### src/common/regbank_consts.vh
// Constants for the register access bank: offsets, field layout, resets, ranges
`ifndef REGBANK_CONSTS_VH
`define REGBANK_CONSTS_VH

// Word offsets (byte addresses) of the implemented words
`define OFS_MIXED 8'h00
`define OFS_GATED 8'h04
`define OFS_KEEP 8'h08
`define OFS_PROT 8'h0c

// Address ranges: implemented, quiet (no error) and erroring
`define IMPL_TOP 8'h3f
`define QUIET_TOP 8'h7f

// Transfer sizes on the access port
`define SIZE_BYTE 2'h0
`define SIZE_HALF 2'h1
`define SIZE_WORD 2'h2

// Mixed word field layout
`define RW_LSB 0
`define RW_MSB 7
`define RWH_LSB 8
`define RWH_MSB 15
`define RO_LSB 16
`define RO_MSB 19
`define WO_LSB 20
`define WO_MSB 23
`define RH_LSB 24
`define RH_MSB 27

// Per-bit classes of the mixed word
`define MIX_SW_MASK 32'h00ffffff
`define MIX_HW_MASK 32'h0f00ff00
`define MIX_STORE_MASK 32'h0f00ffff
`define MIX_RD_MASK 32'h0f00ffff
`define MIX_RO_MASK 32'h000f0000

// Read-back value of write-only bits
`define WO_DFLT 4'h0

// Reset values and access masks
`define MIX_RST 32'h00000000
`define GATED_RST 32'h00000000
`define KEEP_RST 32'h00000000
`define PROT_RST 32'h00000001
`define FULL_MASK 32'hffffffff
`define NO_MASK 32'h00000000
`define PROT_MASK 32'h00000001

`endif

### src/rtl/reg_word.v
// One stored register word with per-bit software and hardware access classes
`default_nettype none
`include "regbank_consts.vh"

module reg_word #(
    parameter [31:0] SW_MASK = 32'hffffffff,
    parameter [31:0] HW_MASK = 32'h00000000,
    parameter [31:0] RST_VAL = 32'h00000000,
    parameter KEEP = 0
) (
    // Clock and reset
    input wire mclk,
    input wire rst_b,
    // Bank-wide clear to defaults
    input wire soft_clr,
    // Software write
    input wire wr_en,
    input wire [3:0] byte_en,
    input wire [31:0] wdata,
    // Hardware update
    input wire [31:0] hw_set,
    input wire [31:0] hw_clr,
    // Stored value
    output reg [31:0] q_r
);

    reg [31:0] lane_mask;
    reg [31:0] hw_nxt;
    reg [31:0] q_nxt;

    // Hardware acts first, a software write overrides it lane by lane
    always @* begin
        lane_mask = {{8{byte_en[3]}}, {8{byte_en[2]}}, {8{byte_en[1]}}, {8{byte_en[0]}}};
        hw_nxt = (q_r | (hw_set & HW_MASK)) & ~(hw_clr & HW_MASK);
        q_nxt = hw_nxt;
        if (wr_en) begin
            // Software wins the conflict on bits it may write
            q_nxt = (hw_nxt & ~(lane_mask & SW_MASK)) | (wdata & lane_mask & SW_MASK);
        end
        if (soft_clr && (KEEP == 0)) begin
            q_nxt = RST_VAL;
        end
    end

    always @(posedge mclk) begin
        if (!rst_b) begin
            q_r <= RST_VAL;
        end else begin
            q_r <= q_nxt;
        end
    end

endmodule
`default_nettype wire

### src/rtl/regbank.v
// Register bank access layer: field classes, range attributes and protection gate
//
// Overview of operation
// - Read-write bits return stored value and take software writes.
// - Hardware may set or clear rwh bits; software write wins on conflict.
// - Read-only bits ignore writes and only supply their value.
// - Write-only bits accept writes but always read a fixed default.
// - Status bits change by hardware only; writes leave them alone.
// - Word-only registers take full 32-bit transfers; master must not narrow them.
// - Accesses into an erroring range answer with a bus error.
// - Accesses into an error-free range complete without error, even unimplemented, unless misaligned, of undefined size or narrow to a word-only register.
// - An unchanged register keeps its contents through the bank clear.
// - Gated registers take writes only while protection is off.
// - Reserved and unimplemented bits always read back zero.
// - Only the privileged level exists; accesses are never refused by level.
`default_nettype none
`include "regbank_consts.vh"

module regbank (
    // Clock and reset
    input wire mclk,
    input wire rst_b,
    // Access port from the processor core
    input wire bus_req,
    input wire bus_wr,
    input wire [7:0] bus_addr,
    input wire [1:0] bus_size,
    input wire [31:0] bus_wdata,
    output reg [31:0] bus_rdata_r,
    output reg bus_ack_r,
    output reg bus_err_r,
    // Hardware side of the mixed word
    input wire [7:0] rwh_set,
    input wire [7:0] rwh_clr,
    input wire [3:0] ro_val,
    input wire [3:0] stat_set,
    input wire [3:0] stat_clr,
    input wire soft_clr,
    // Register contents towards the functions
    output reg [7:0] ctrl_rw_r,
    output reg [7:0] ctrl_rwh_r,
    output reg [3:0] stat_r,
    output reg [3:0] wo_val_r,
    output reg wo_strobe_r,
    output reg [31:0] gated_cfg_r,
    output reg [31:0] keep_val_r,
    output reg protection_gated_r
);

    // Byte enables of a transfer; misaligned halves get none
    function [3:0] lanes;
        input [1:0] size;
        input [1:0] low;
        begin
            case (size)
                `SIZE_BYTE: lanes = 4'h1 << low;
                `SIZE_HALF: lanes = low[0] ? 4'h0 : (low[1] ? 4'hc : 4'h3);
                `SIZE_WORD: lanes = (low == 2'h0) ? 4'hf : 4'h0;
                default: lanes = 4'h0;
            endcase
        end
    endfunction

    // Word select of an implemented offset
    function hit;
        input [7:0] addr;
        input [7:0] ofs;
        begin
            hit = (addr[7:2] == ofs[7:2]);
        end
    endfunction

    wire [31:0] mix_q;
    wire [31:0] gated_q;
    wire [31:0] keep_q;
    wire [31:0] prot_q;
    reg [3:0] be;
    reg sel_mix;
    reg sel_gated;
    reg sel_keep;
    reg sel_prot;
    reg in_impl;
    reg in_quiet;
    reg word_only;
    reg acc_err;
    reg wr_ok;
    reg [31:0] rd_nxt;
    reg [31:0] mix_hw_set;
    reg [31:0] mix_hw_clr;

    // Decode of every transfer against range and word attributes
    always @* begin
        be = lanes(bus_size, bus_addr[1:0]);
        in_impl = (bus_addr <= `IMPL_TOP);
        in_quiet = !in_impl && (bus_addr <= `QUIET_TOP);
        sel_mix = in_impl && hit(bus_addr, `OFS_MIXED);
        sel_gated = in_impl && hit(bus_addr, `OFS_GATED);
        sel_keep = in_impl && hit(bus_addr, `OFS_KEEP);
        sel_prot = in_impl && hit(bus_addr, `OFS_PROT);
        // Word-only words refuse narrower transfers so a half write never lands
        word_only = sel_gated || sel_prot;
        acc_err = 1'b0;
        if (!in_impl && !in_quiet) begin
            acc_err = 1'b1;
        end else if (be == 4'h0) begin
            acc_err = 1'b1;
        end else if (word_only && (bus_size != `SIZE_WORD)) begin
            acc_err = 1'b1;
        end
        // No privilege check: every access runs at the one privileged level
        wr_ok = bus_req && bus_wr && !acc_err;
    end

    // Read data assembly; reserved, write-only and quiet bits return zero
    always @* begin
        rd_nxt = 32'h00000000;
        if (sel_mix) begin
            rd_nxt = mix_q & `MIX_RD_MASK;
            rd_nxt[`RO_MSB:`RO_LSB] = ro_val;
            rd_nxt[`WO_MSB:`WO_LSB] = `WO_DFLT;
        end else if (sel_gated) begin
            rd_nxt = gated_q;
        end else if (sel_keep) begin
            rd_nxt = keep_q;
        end else if (sel_prot) begin
            rd_nxt = prot_q & `PROT_MASK;
        end
    end

    // Hardware update vectors of the mixed word
    always @* begin
        mix_hw_set = 32'h00000000;
        mix_hw_clr = 32'h00000000;
        mix_hw_set[`RWH_MSB:`RWH_LSB] = rwh_set;
        mix_hw_clr[`RWH_MSB:`RWH_LSB] = rwh_clr;
        mix_hw_set[`RH_MSB:`RH_LSB] = stat_set;
        mix_hw_clr[`RH_MSB:`RH_LSB] = stat_clr;
    end

    // Mixed word: rw, rwh, ro, wo and status bits; only rw/rwh/wo/status lanes stored
    reg_word #(
        .SW_MASK(`MIX_SW_MASK & ~`MIX_RO_MASK),
        .HW_MASK(`MIX_HW_MASK),
        .RST_VAL(`MIX_RST),
        .KEEP(0)
    ) u_mix (
        .mclk(mclk),
        .rst_b(rst_b),
        .soft_clr(soft_clr),
        .wr_en(wr_ok && sel_mix),
        .byte_en(be),
        .wdata(bus_wdata),
        .hw_set(mix_hw_set),
        .hw_clr(mix_hw_clr),
        .q_r(mix_q)
    );

    // Gated word: a write while protection is on completes but is dropped
    reg_word #(
        .SW_MASK(`FULL_MASK),
        .HW_MASK(`NO_MASK),
        .RST_VAL(`GATED_RST),
        .KEEP(0)
    ) u_gated (
        .mclk(mclk),
        .rst_b(rst_b),
        .soft_clr(soft_clr),
        .wr_en(wr_ok && sel_gated && !prot_q[0]),
        .byte_en(be),
        .wdata(bus_wdata),
        .hw_set(32'h00000000),
        .hw_clr(32'h00000000),
        .q_r(gated_q)
    );

    // Unchanged word: the bank clear passes it by
    reg_word #(
        .SW_MASK(`FULL_MASK),
        .HW_MASK(`NO_MASK),
        .RST_VAL(`KEEP_RST),
        .KEEP(1)
    ) u_keep (
        .mclk(mclk),
        .rst_b(rst_b),
        .soft_clr(soft_clr),
        .wr_en(wr_ok && sel_keep),
        .byte_en(be),
        .wdata(bus_wdata),
        .hw_set(32'h00000000),
        .hw_clr(32'h00000000),
        .q_r(keep_q)
    );

    // Protection control: bit 0 set means gated writes are blocked
    reg_word #(
        .SW_MASK(`PROT_MASK),
        .HW_MASK(`NO_MASK),
        .RST_VAL(`PROT_RST),
        .KEEP(0)
    ) u_prot (
        .mclk(mclk),
        .rst_b(rst_b),
        .soft_clr(soft_clr),
        .wr_en(wr_ok && sel_prot),
        .byte_en(be),
        .wdata(bus_wdata),
        .hw_set(32'h00000000),
        .hw_clr(32'h00000000),
        .q_r(prot_q)
    );

    // Answer one cycle after the request; error replaces data
    always @(posedge mclk) begin
        if (!rst_b) begin
            bus_ack_r <= 1'b0;
            bus_err_r <= 1'b0;
            bus_rdata_r <= 32'h00000000;
        end else begin
            bus_ack_r <= bus_req;
            bus_err_r <= bus_req && acc_err;
            bus_rdata_r <= (bus_req && !bus_wr && !acc_err) ? rd_nxt : 32'h00000000;
        end
    end

    // Copies towards the functions; outputs stay flop-driven
    always @(posedge mclk) begin
        if (!rst_b) begin
            ctrl_rw_r <= 8'h00;
            ctrl_rwh_r <= 8'h00;
            stat_r <= 4'h0;
            wo_val_r <= 4'h0;
            wo_strobe_r <= 1'b0;
            gated_cfg_r <= `GATED_RST;
            keep_val_r <= `KEEP_RST;
            protection_gated_r <= 1'b1;
        end else begin
            ctrl_rw_r <= mix_q[`RW_MSB:`RW_LSB];
            ctrl_rwh_r <= mix_q[`RWH_MSB:`RWH_LSB];
            stat_r <= mix_q[`RH_MSB:`RH_LSB];
            wo_val_r <= mix_q[`WO_MSB:`WO_LSB];
            // Pulse when the write-only lane was written
            wo_strobe_r <= wr_ok && sel_mix && be[2];
            gated_cfg_r <= gated_q;
            keep_val_r <= keep_q;
            protection_gated_r <= prot_q[0];
        end
    end

endmodule
`default_nettype wire

### config.mk
export PLATFORM = sky130hd
export DESIGN_NAME = regbank
export DESIGN_NICKNAME = d
export VERILOG_FILES = /design/src/rtl/reg_word.v /design/src/rtl/regbank.v
export VERILOG_INCLUDE_DIRS = /design/src /design/src/common
export SDC_FILE = /design/constraint.sdc
export NUM_CORES = 1
export LEC_CHECK = 0
export ABC_AREA = 1
export BUFFER_PORTS_ARGS = -buffer_cell sky130_fd_sc_hd__buf_2
export CORE_AREA = 2 2 133 135
export CTS_CLUSTER_DIAMETER = 40
export DETAILED_ROUTE_END_ITERATION = 10
export DIE_AREA = 0 0 135 137
export PLACE_DENSITY = 0.77
export SKIP_CTS_REPAIR_TIMING = 1
export SLEW_MARGIN = 20
export SYNTH_ARGS = -nofsm -noshare
export SYNTH_HDL_FRONTEND = slang
export SYNTH_SLANG_ARGS = --single-unit
### constraint.sdc
create_clock -name mclk -period 1.5 [get_ports mclk]
set_input_delay 0.3 -clock mclk [delete_from_list [all_inputs] [get_ports mclk]]
set_output_delay 0.3 -clock mclk [all_outputs]
set_load 0.02 [all_outputs]
==> out/qor.txt, run 1 <==
Status = complete, no violations
Die Y = 137 um
Worst path required time = 1.20 ns
Mean Syn Cell Area = 7.33 sq um
Slowest stage cell, crit path = dfxtp_1
Final Setup Violations = 0
Chip width = 135 um
Clk root buf = clkbuf_16
Antenna fix cells = 0
Routed wire length = 21,300 um
Tcrit/Tclk final = 89.6%
CTS tree = built
Flops & latches, synth = 213
Sequential Area = 4260 sq um
Max-Cap Viols = 0
Post-synthesis adder-cell area fraction = 0%
Syn_nets = 1,143
Nets = 1,380
Vias in the first global route = 6,896
RSZ-0062 raised after global routing = no
Core Rows = 48
I/O Pins = 199
Post-Synthesis Cells = 1,068
Hold Vio Cnt, Final = 0
First-pass DRT Iterations = 5
Setup CP Type = flop to primary output
Antenna viol nets, final = 0
Critical path endpoint category = primary output
Post-synth design cell area = 7830 sq um
DR WL/cell = 13.7 um
Slew headroom = 71.9%
Via count = 7,256
Initial antenna violation count = 1
Fin. max-slew vios = 0
Final RePlAce weighted congestion = 0.859
Seq/Total Area, Yosys = 54.5%
First-pass GRT wire length = 33,400 um
Clk_skew = 0.0112 ns
Die area = 18,500 sq um
Finished Core Util = 61.9%
Delay-heaviest family, CP = flip-flops
Skew-Pair Late Insertion Delay = 0.52 ns
Simple-gate portion of the synthesized area = 27.9%
Power, Total = 13.3 mW
P&R area growth vs syn = 34.8%
Worst hold margin = 0.0163 ns
Clock Path Buffers = 3
Starting Density = 45.9%
Max Fclk = 0.744 GHz
Final setup margin = 0.156 ns
Num Clock Sinks = 213
Worst hold path type = input pin to flop
Cell variety after synth = 22
Vias/cell = 4.68
Multiplexer share of the synthesized area = 0%
IO Port Bufs = 198
Detailed Place HPWL = 14,300 um
Number of buffers and inverters on the critical path = 1
Worst setup SP type = flop
CP Max Fanout = 1
P per Cell Area = 1260 nW/um^2
Critical path arrival = 1.04 ns
Max incr delay on CP = 0.35 ns
Xor/xnor share of the synthesized area = 0%
Core area = 17,100 sq um
Compound-gate portion of the synthesized area = 6.02%
Overflow after GRT = 0
Post-route DRC = 0
Pre-CTS setup slack = -0.290 ns
Fin crit period = 1.34 ns
TNS Setup = 0 ns
Leak = 5.62 nW
Peak supply drop = 0.904 mV
Htree depth = 1
Synth warn = 0
GRT Resource Usage Total = 22.7%
Largest family of logic cells by synthesized area = simple AND/OR/NAND/NOR gates
TritonCTS buffer count = 29
Filler cell count = 1,485
Initial DRC count = 520
Largest net degree at the start of global routing = 56
Register clock-pin slew on the reported worst setup and hold paths = 0.06 ns
Worst slew pin tran = 0.421 ns
Worst-path cell chain = buf_2
Footprint of the multi-input gates = 2700 sq um
Layout cells sized above 1 = 24.2%
-- path summary, 6_finish.rpt --
path	cells past startpoint	from	end	slack (ns)
min	3	stat_set[2]	u_mix.q_r[26]	0.02
max reg2reg	6	flop	flop	0.44
min reg2reg	2	flop	gated_cfg_r[25]	0.42
max	1	bus_ack_r	bus_ack_r	0.16
-- power by group --
part | internal [mW] | switching [mW]
sequential | 5.68 | 0.0119
clock | 4.40 | 2.62
combinational | 0.228 | 0.351
total | 10.3 | 2.99
-- synthesized netlist by cell type --
| cell type | count | area share [%] |
|---|---|---|
| inv_2 | 3 | 0.14 |
| o21ai_0 | 26 | 1.7 |
| nor2_2 | 9 | 0.72 |
| nor3_1 | 3 | 0.19 |
| clkinv_1 | 1 | 0.048 |
| buf_4 | 1 | 0.096 |
| inv_4 | 1 | 0.080 |
| nand3_4 | 1 | 0.22 |
| a21oi_1 | 28 | 1.8 |
| inv_1 | 182 | 8.7 |
| nand2_1 | 269 | 13 |
| nand2_2 | 4 | 0.32 |
| dfxtp_1 | 213 | 54 |
| buf_1 | 4 | 0.19 |
| nand3b_1 | 1 | 0.096 |
| nor2_1 | 194 | 9.3 |
| nand4_1 | 3 | 0.24 |
| buf_6 | 2 | 0.29 |
| clkbuf_1 | 27 | 1.3 |
| buf_2 | 12 | 0.77 |
| a221oi_1 | 23 | 2.6 |
| nand3_1 | 61 | 3.9 |
-- through the flow --
stage / cells / area, sq um
global route: 1551 / 10600
floorplan: 1068 / 7860
detailed placement: 1495 / 9500
CTS: 1547 / 10500
finish: 1551 / 10600
global placement: 1495 / 9500
-- placed cells by master (no fill, tap or decap), types with 2 or more instances in the layout --
cell type      count
nand2_1          269
clkinvlp_4         2
bufinv_16          4
a21oi_1           28
nand2_2            2
dlygate4sd3_1      4
inv_2              3
nor3_1             3
dfxtp_1          213
nand4_1            3
clkinv_4           4
inv_1            182
nand3_1           60
nor2_1           191
nor2_4             5
clkbuf_8           2
buf_2            197
inv_8              4
o21ai_0           26
a221oi_1          23
clkinv_2           4
buf_4             37
clkbuf_16         29
nand2_4            2
buf_12            14
nor2_2             7
-- metal layers --
metal | part of all wire [%] | vias up | track usage (%)
met5 | 0.061 | - | 0
met4 | 2.2 | 2 | 7.64
met3 | 6.9 | 45 | 3.85
met2 | 47 | 280 | 39.0
met1 | 44 | 3243 | 29.1
li1 | - | 3686 | -
-- cells by family after synthesis --
| logic type | count (synthesis) |
|---|---|
| and+or+nand+nor | 545 |
| buffers and inverters | 233 |
| AOI/OAI and AO/OA | 77 |
| DFF | 213 |
-- final cells by class --
| cell class | count | share of cell area (%) |
|---|---|---|
| well taps | 225 | 2.67 |
| inverters | 187 | 6.67 |
| clock buffers | 32 | 7.17 |
| multi-input cells | 622 | 25.6 |
| clock inverters | 20 | 2.47 |
| flip-flops and latches | 213 | 40.4 |
| repair buffers | 252 | 15.0 |
Power figures use the tool's default switching activity.
==> run 2, diff against run 1 <==
- clock period: 1.5 -> 1.2 ns (I/O delays scaled with it)
==> run 2 against run 1 <==
  * The run now ends with hold timing, setup timing left
  * Sequential share of layout area decreased by 3.7 points
  * Die area unchanged
  * Total power increased by 20%
  * Critical path type unchanged
  * Largest cell class unchanged
  * Largest power group unchanged
==> out/qor.txt, run 2 (synthesis gave the netlist of run 1 again) <==
Routed wire length = 24,300 um
Chip width = 135 um
Worst path required time = 0.96 ns
DR WL/cell = 15.4 um
Peak supply drop = 1.14 mV
Num Clock Sinks = 213
P_sw = 3.60 mW
Leak = 5.91 nW
Antenna fix cells = 0
Slew headroom = 70.0%
Final setup margin = -0.0326 ns
Worst hold margin = -0.0127 ns
Core Rows = 48
I/O Pins = 199
Most common cell after layout, fill and taps aside = nand2_1
Register clock-pin slew on the reported worst setup and hold paths = 0.06 ns
Setup CP Type = flop to primary output
Cells after DPL = 1,504
Tcrit/Tclk final = 103%
Final non-filler cell total = 1,579
Vias in the first global route = 6,768
Switching Fraction = 22.6%
Flop pwr share = 44.5%
RSZ-0062 raised after global routing = yes
Clk_skew = 0.0171 ns
Clock Path Buffers = 3
Footprint of the multi-input gates = 2930 sq um
Max Used Layer = met5
Fin. max-slew vios = 0
IO Port Bufs = 198
Met3 wire length = 1780 um
Worst-path cell chain = buf_6
Antenna viol nets, final = 0
Worst hold path type = input pin to flop
Hold Vio Cnt, Final = 4
First-pass GRT wire length = 32,700 um
CP Max Fanout = 1
Worst path depth = 1
Critical path arrival = 0.99 ns
Max incr delay on CP = 0.35 ns
TNS Setup = -0.438 ns
Clk root buf = clkbuf_16
Overflow after GRT = 0
Initial DRC count = 597
Worst R2R Path Depth = 6
CP endpoint = bus_err_r
Layout cells sized above 1 = 37.5%
Status = finished with violations
CTS tree = built
Vias/cell = 4.83
Max Fclk = 0.811 GHz
Sequential Area = 4420 sq um
Largest net degree at the start of global routing = 63
P&R area growth vs syn = 53.7%
Die area = 18,500 sq um
CP Launch Point = bus_err_r
Most frequent cells in the layout = nand2_1 (244), inv_1 (176), nor2_1 (168)
Initial antenna violation count = 1
Final RePlAce weighted congestion = 0.831
Int Power = 12.4 mW
Skew-Pair Late Insertion Delay = 0.53 ns
FF-to-FF setup slack = 0.04 ns
Worst slew pin tran = 0.449 ns
Die Y = 137 um
GRT Resource Usage Total = 22.0%
P per Cell Area = 1330 nW/um^2
Comb power frac = 5.4%
First-pass DRT Iterations = 6
Filler cell count = 1,215
Post-route DRC = 0
Core area = 17,100 sq um
Max-Cap Viols = 0
Final Setup Violations = 54
WL met1 = 9520 um
Slowest stage cell, crit path = dfxtp_2
Nets = 1,411
Htree depth = 1
Routed wl met2 = 12,500 um
Starting Density = 45.9%
Worst setup SP type = flop
TritonCTS buffer count = 25
Fin crit period = 1.23 ns
Detailed Place HPWL = 14,500 um
Via count = 7,628
Critical path endpoint category = primary output
Clock power frac = 50.1%
Delay-heaviest family, CP = flip-flops
Number of buffers and inverters on the critical path = 1
Failing checks = hold timing, setup timing
-- run 2: worst min path at each step --
stage,slack (ns),startpoint,depth (start not counted),to
after floorplan,0.31,stat_clr[0],1,u_mix.q_r[24]
after global placement,0.40,stat_clr[2],2,u_mix.q_r[26]
after detailed placement,0.40,stat_clr[0],2,u_mix.q_r[24]
after CTS,-0.15,stat_clr[3],2,u_mix.q_r[27]
after global routing,-0.005,stat_set[3],3,u_mix.q_r[27]
final,-0.01,ro_val[3],3,bus_rdata_r[19]
-- run 2: power by group through the flow --
stage | registers (mW) | clock network (mW) | logic, mW
finish | 7.11 | 8.00 | 0.865
global route | 7.11 | 8.41 | 0.937
CTS | 7.11 | 8.09 | 0.720
detailed placement | 7.27 | 0 | 0.714
global placement | 7.27 | 0 | 0.706
floorplan | 7.28 | 0 | 0.335
-- run 2: stage by stage --
stage	power, mW	instance area [sq um]	util (%)	hold WS [ns]	setup slack (ns)
after floorplan	7.61	7930	-	0.312	-0.243
after global placement	7.97	9600	56.3	0.400	-0.502
after detailed placement	7.98	9600	56.3	0.399	-0.584
after CTS	15.9	10500	61.5	-0.150	-0.116
after global routing	16.5	12000	70.5	-0.00451	-0.107
final	16.0	12000	70.5	-0.0127	-0.0326
-- run 2: layout make-up --
cell class / instances / area share, %
Timing Repair Buffer: 287 / 23.3
Inverter: 187 / 5.91
Clock inverter: 13 / 1.75
Sequential cell: 213 / 36.7
Multi-Input combinational cell: 622 / 24.4
Tap cell: 225 / 2.34
Clock buffer: 32 / 5.58
-- run 2: layer usage --
layer	GRT usage, %	vias to the layer above
li1	-	3742
met1	28.4	3503
met2	38.4	326
met3	3.67	55
met4	5.79	2
met5	0	-
==> run 3, diff against run 2 <==
- CORE_AREA: 2 2 133 135 -> 2 2 130 132
- CTS_BUF_LIST: unset -> sky130_fd_sc_hd__clkbuf_4
- DIE_AREA: 0 0 135 137 -> 0 0 132 134
- PLACE_DENSITY: 0.77 -> 0.8
- SKIP_CTS_REPAIR_TIMING: 1 -> unset
- SKIP_LAST_GASP: unset -> 1
==> run 3 against run 2 <==
  * The run ends with setup timing left
  * Sequential cell count unchanged
  * Non-clock buffer count up 34
  * Combinational power up 6.7%
  * Largest power group is now sequential cells
  * Worst hold slack better by 0.051 ns
  * Clock power down 30%
  * Die area down 4.4%
  * Setup slack worse by 0.13 ns
  * Cell area down 2.0%
  * Clock skew up 0.0067 ns
  * Critical path depth unchanged
  * First-iteration DRC count up 7.2%
==> out/qor.txt, run 3 (synthesis gave the netlist of run 1 again) <==
Status = finished with violations
Failing checks = setup timing
Post-route DRC = 0
Vias in the first global route = 8,108
Worst path required time = 0.96 ns
WL met1 = 9840 um
Routed wl met2 = 12,800 um
Htree depth = 2
Flop pwr share = 52.2%
Starting Density = 48.1%
DR WL/cell = 15.8 um
Most frequent cells in the layout = nand2_1 (266), nor2_1 (189), inv_1 (180)
P_sw = 3.35 mW
Worst slew pin tran = 0.494 ns
IO Port Bufs = 198
Detailed Place HPWL = 14,400 um
Most common cell after layout, fill and taps aside = nand2_1
Final setup margin = -0.163 ns
Vias/cell = 4.91
Max Fclk = 0.734 GHz
GRT Resource Usage Total = 28.7%
Number of buffers and inverters on the critical path = 1
Peak supply drop = 0.736 mV
Layout cells sized above 1 = 34.0%
Int Power = 10.3 mW
Leak = 5.94 nW
Max incr delay on CP = 0.35 ns
P&R area growth vs syn = 50.6%
I/O Pins = 199
Switching Fraction = 24.6%
Die area = 17,700 sq um
Met3 wire length = 2140 um
Chip width = 132 um
Core Rows = 47
Critical path endpoint category = primary output
Tcrit/Tclk final = 114%
TritonCTS buffer count = 52
TNS Setup = -15.77 ns
Clk root buf = clkbuf_4
Skew-Pair Late Insertion Delay = 0.65 ns
Max-Cap Viols = 0
Fin. max-slew vios = 0
Clk_skew = 0.0238 ns
Slew headroom = 67.1%
Clock power frac = 41.1%
Slowest stage cell, crit path = dfxtp_2
Routed wire length = 26,000 um
Core area = 16,300 sq um
Die Y = 134 um
Fin crit period = 1.36 ns
Via count = 8,109
Filler cell count = 1,168
Largest net degree at the start of global routing = 113
Final RePlAce weighted congestion = 0.813
Worst-path cell chain = buf_6
Initial DRC count = 640
Setup CP Type = flop to primary output
Max Used Layer = met4
RSZ-0062 raised after global routing = yes
First-pass DRT Iterations = 5
Antenna viol nets, final = 0
Register clock-pin slew on the reported worst setup and hold paths = 0.07 ns
Worst setup SP type = flop
Num Clock Sinks = 213
CTS tree = built
P per Cell Area = 1160 nW/um^2
Worst hold path type = input pin to flop
Hold Vio Cnt, Final = 0
Overflow after GRT = 0
Clock Path Buffers = 3
Nets = 1,472
Critical path arrival = 1.12 ns
Final Setup Violations = 124
Initial antenna violation count = 2
CP Max Fanout = 1
Delay-heaviest family, CP = flip-flops
First-pass GRT wire length = 40,200 um
Power, Total = 13.6 mW
Comb power frac = 6.8%
Post-CTS Setup Bufs = 0
run 3: changes by cell type in the layout (fill, tap and decap cells not counted), sizes merged:
cell          change
diode             +3
inv               -7
clkbuf           +40
buf               -9
clkinvlp          -2
bufinv            -4
dlygate4sd3      +43
clkinv           +12
dlymetal6s4s      +1
run 3: path summary, 6_finish.rpt:
check	start	slack, ns	cells past startpoint	to
hold reg to reg	flop	0.41	2	gated_cfg_r[14]
setup / recovery	ctrl_rw_r[0]	-0.16	1	ctrl_rw_r[0]
hold / removal	rst_b	0.04	4	stat_r[3]
setup reg to reg	u_mix.q_r[27]	0.05	3	u_mix.q_r[27]
run 3: cell type report:
cell class | count | area (sq um) | share of cell area (%)
Timing Repair Buffer | 321 | 3030 | 25.7
Antenna cell | 3 | 7.51 | 0.0636
Clock inverter | 12 | 47.5 | 0.403
Tap cell | 220 | 275 | 2.33
Multi-Input combinational cell | 622 | 2760 | 23.4
Inverter | 187 | 704 | 5.97
Clock buffer | 73 | 548 | 4.65
Sequential cell | 213 | 4420 | 37.5
run 3: timing repair:
item	4_1_cts	5_1_grt
endpoints found under the setup margin	124	211
hold buffers	67	0
resized for setup	371	13
hold endpoints to repair	90	0
cloned	0	2
run 3: metal layers:
metal  vias up  track usage, %
li1       3884               -
met1      3689            32.8
met2       425            50.1
met3       111            5.56
met4         0            17.2
met5         -               0
run 3: power groups by stage:
stage                     clock, mW  combinational, mW  sequential, mW
after detailed placement          0              0.694            7.27
after global placement            0              0.680            7.27
after CTS                      5.64              0.878            7.11
after global routing           6.04              0.991            7.11
after floorplan                   0              0.335            7.28
final                          5.60              0.923            7.11
run 3: per-stage QoR:
step	instance area (sq um)	cells	worst slack, ns	hold slack, ns	util (%)
floorplan	7930	1068	-0.243	0.312	-
global placement	9510	1495	-0.398	0.403	58.4
detailed placement	9510	1495	-0.488	0.399	58.4
CTS	11700	1647	-0.204	0.00157	71.8
global route	11800	1650	-0.213	0.0265	72.4
finish	11800	1651	-0.163	0.0380	72.4
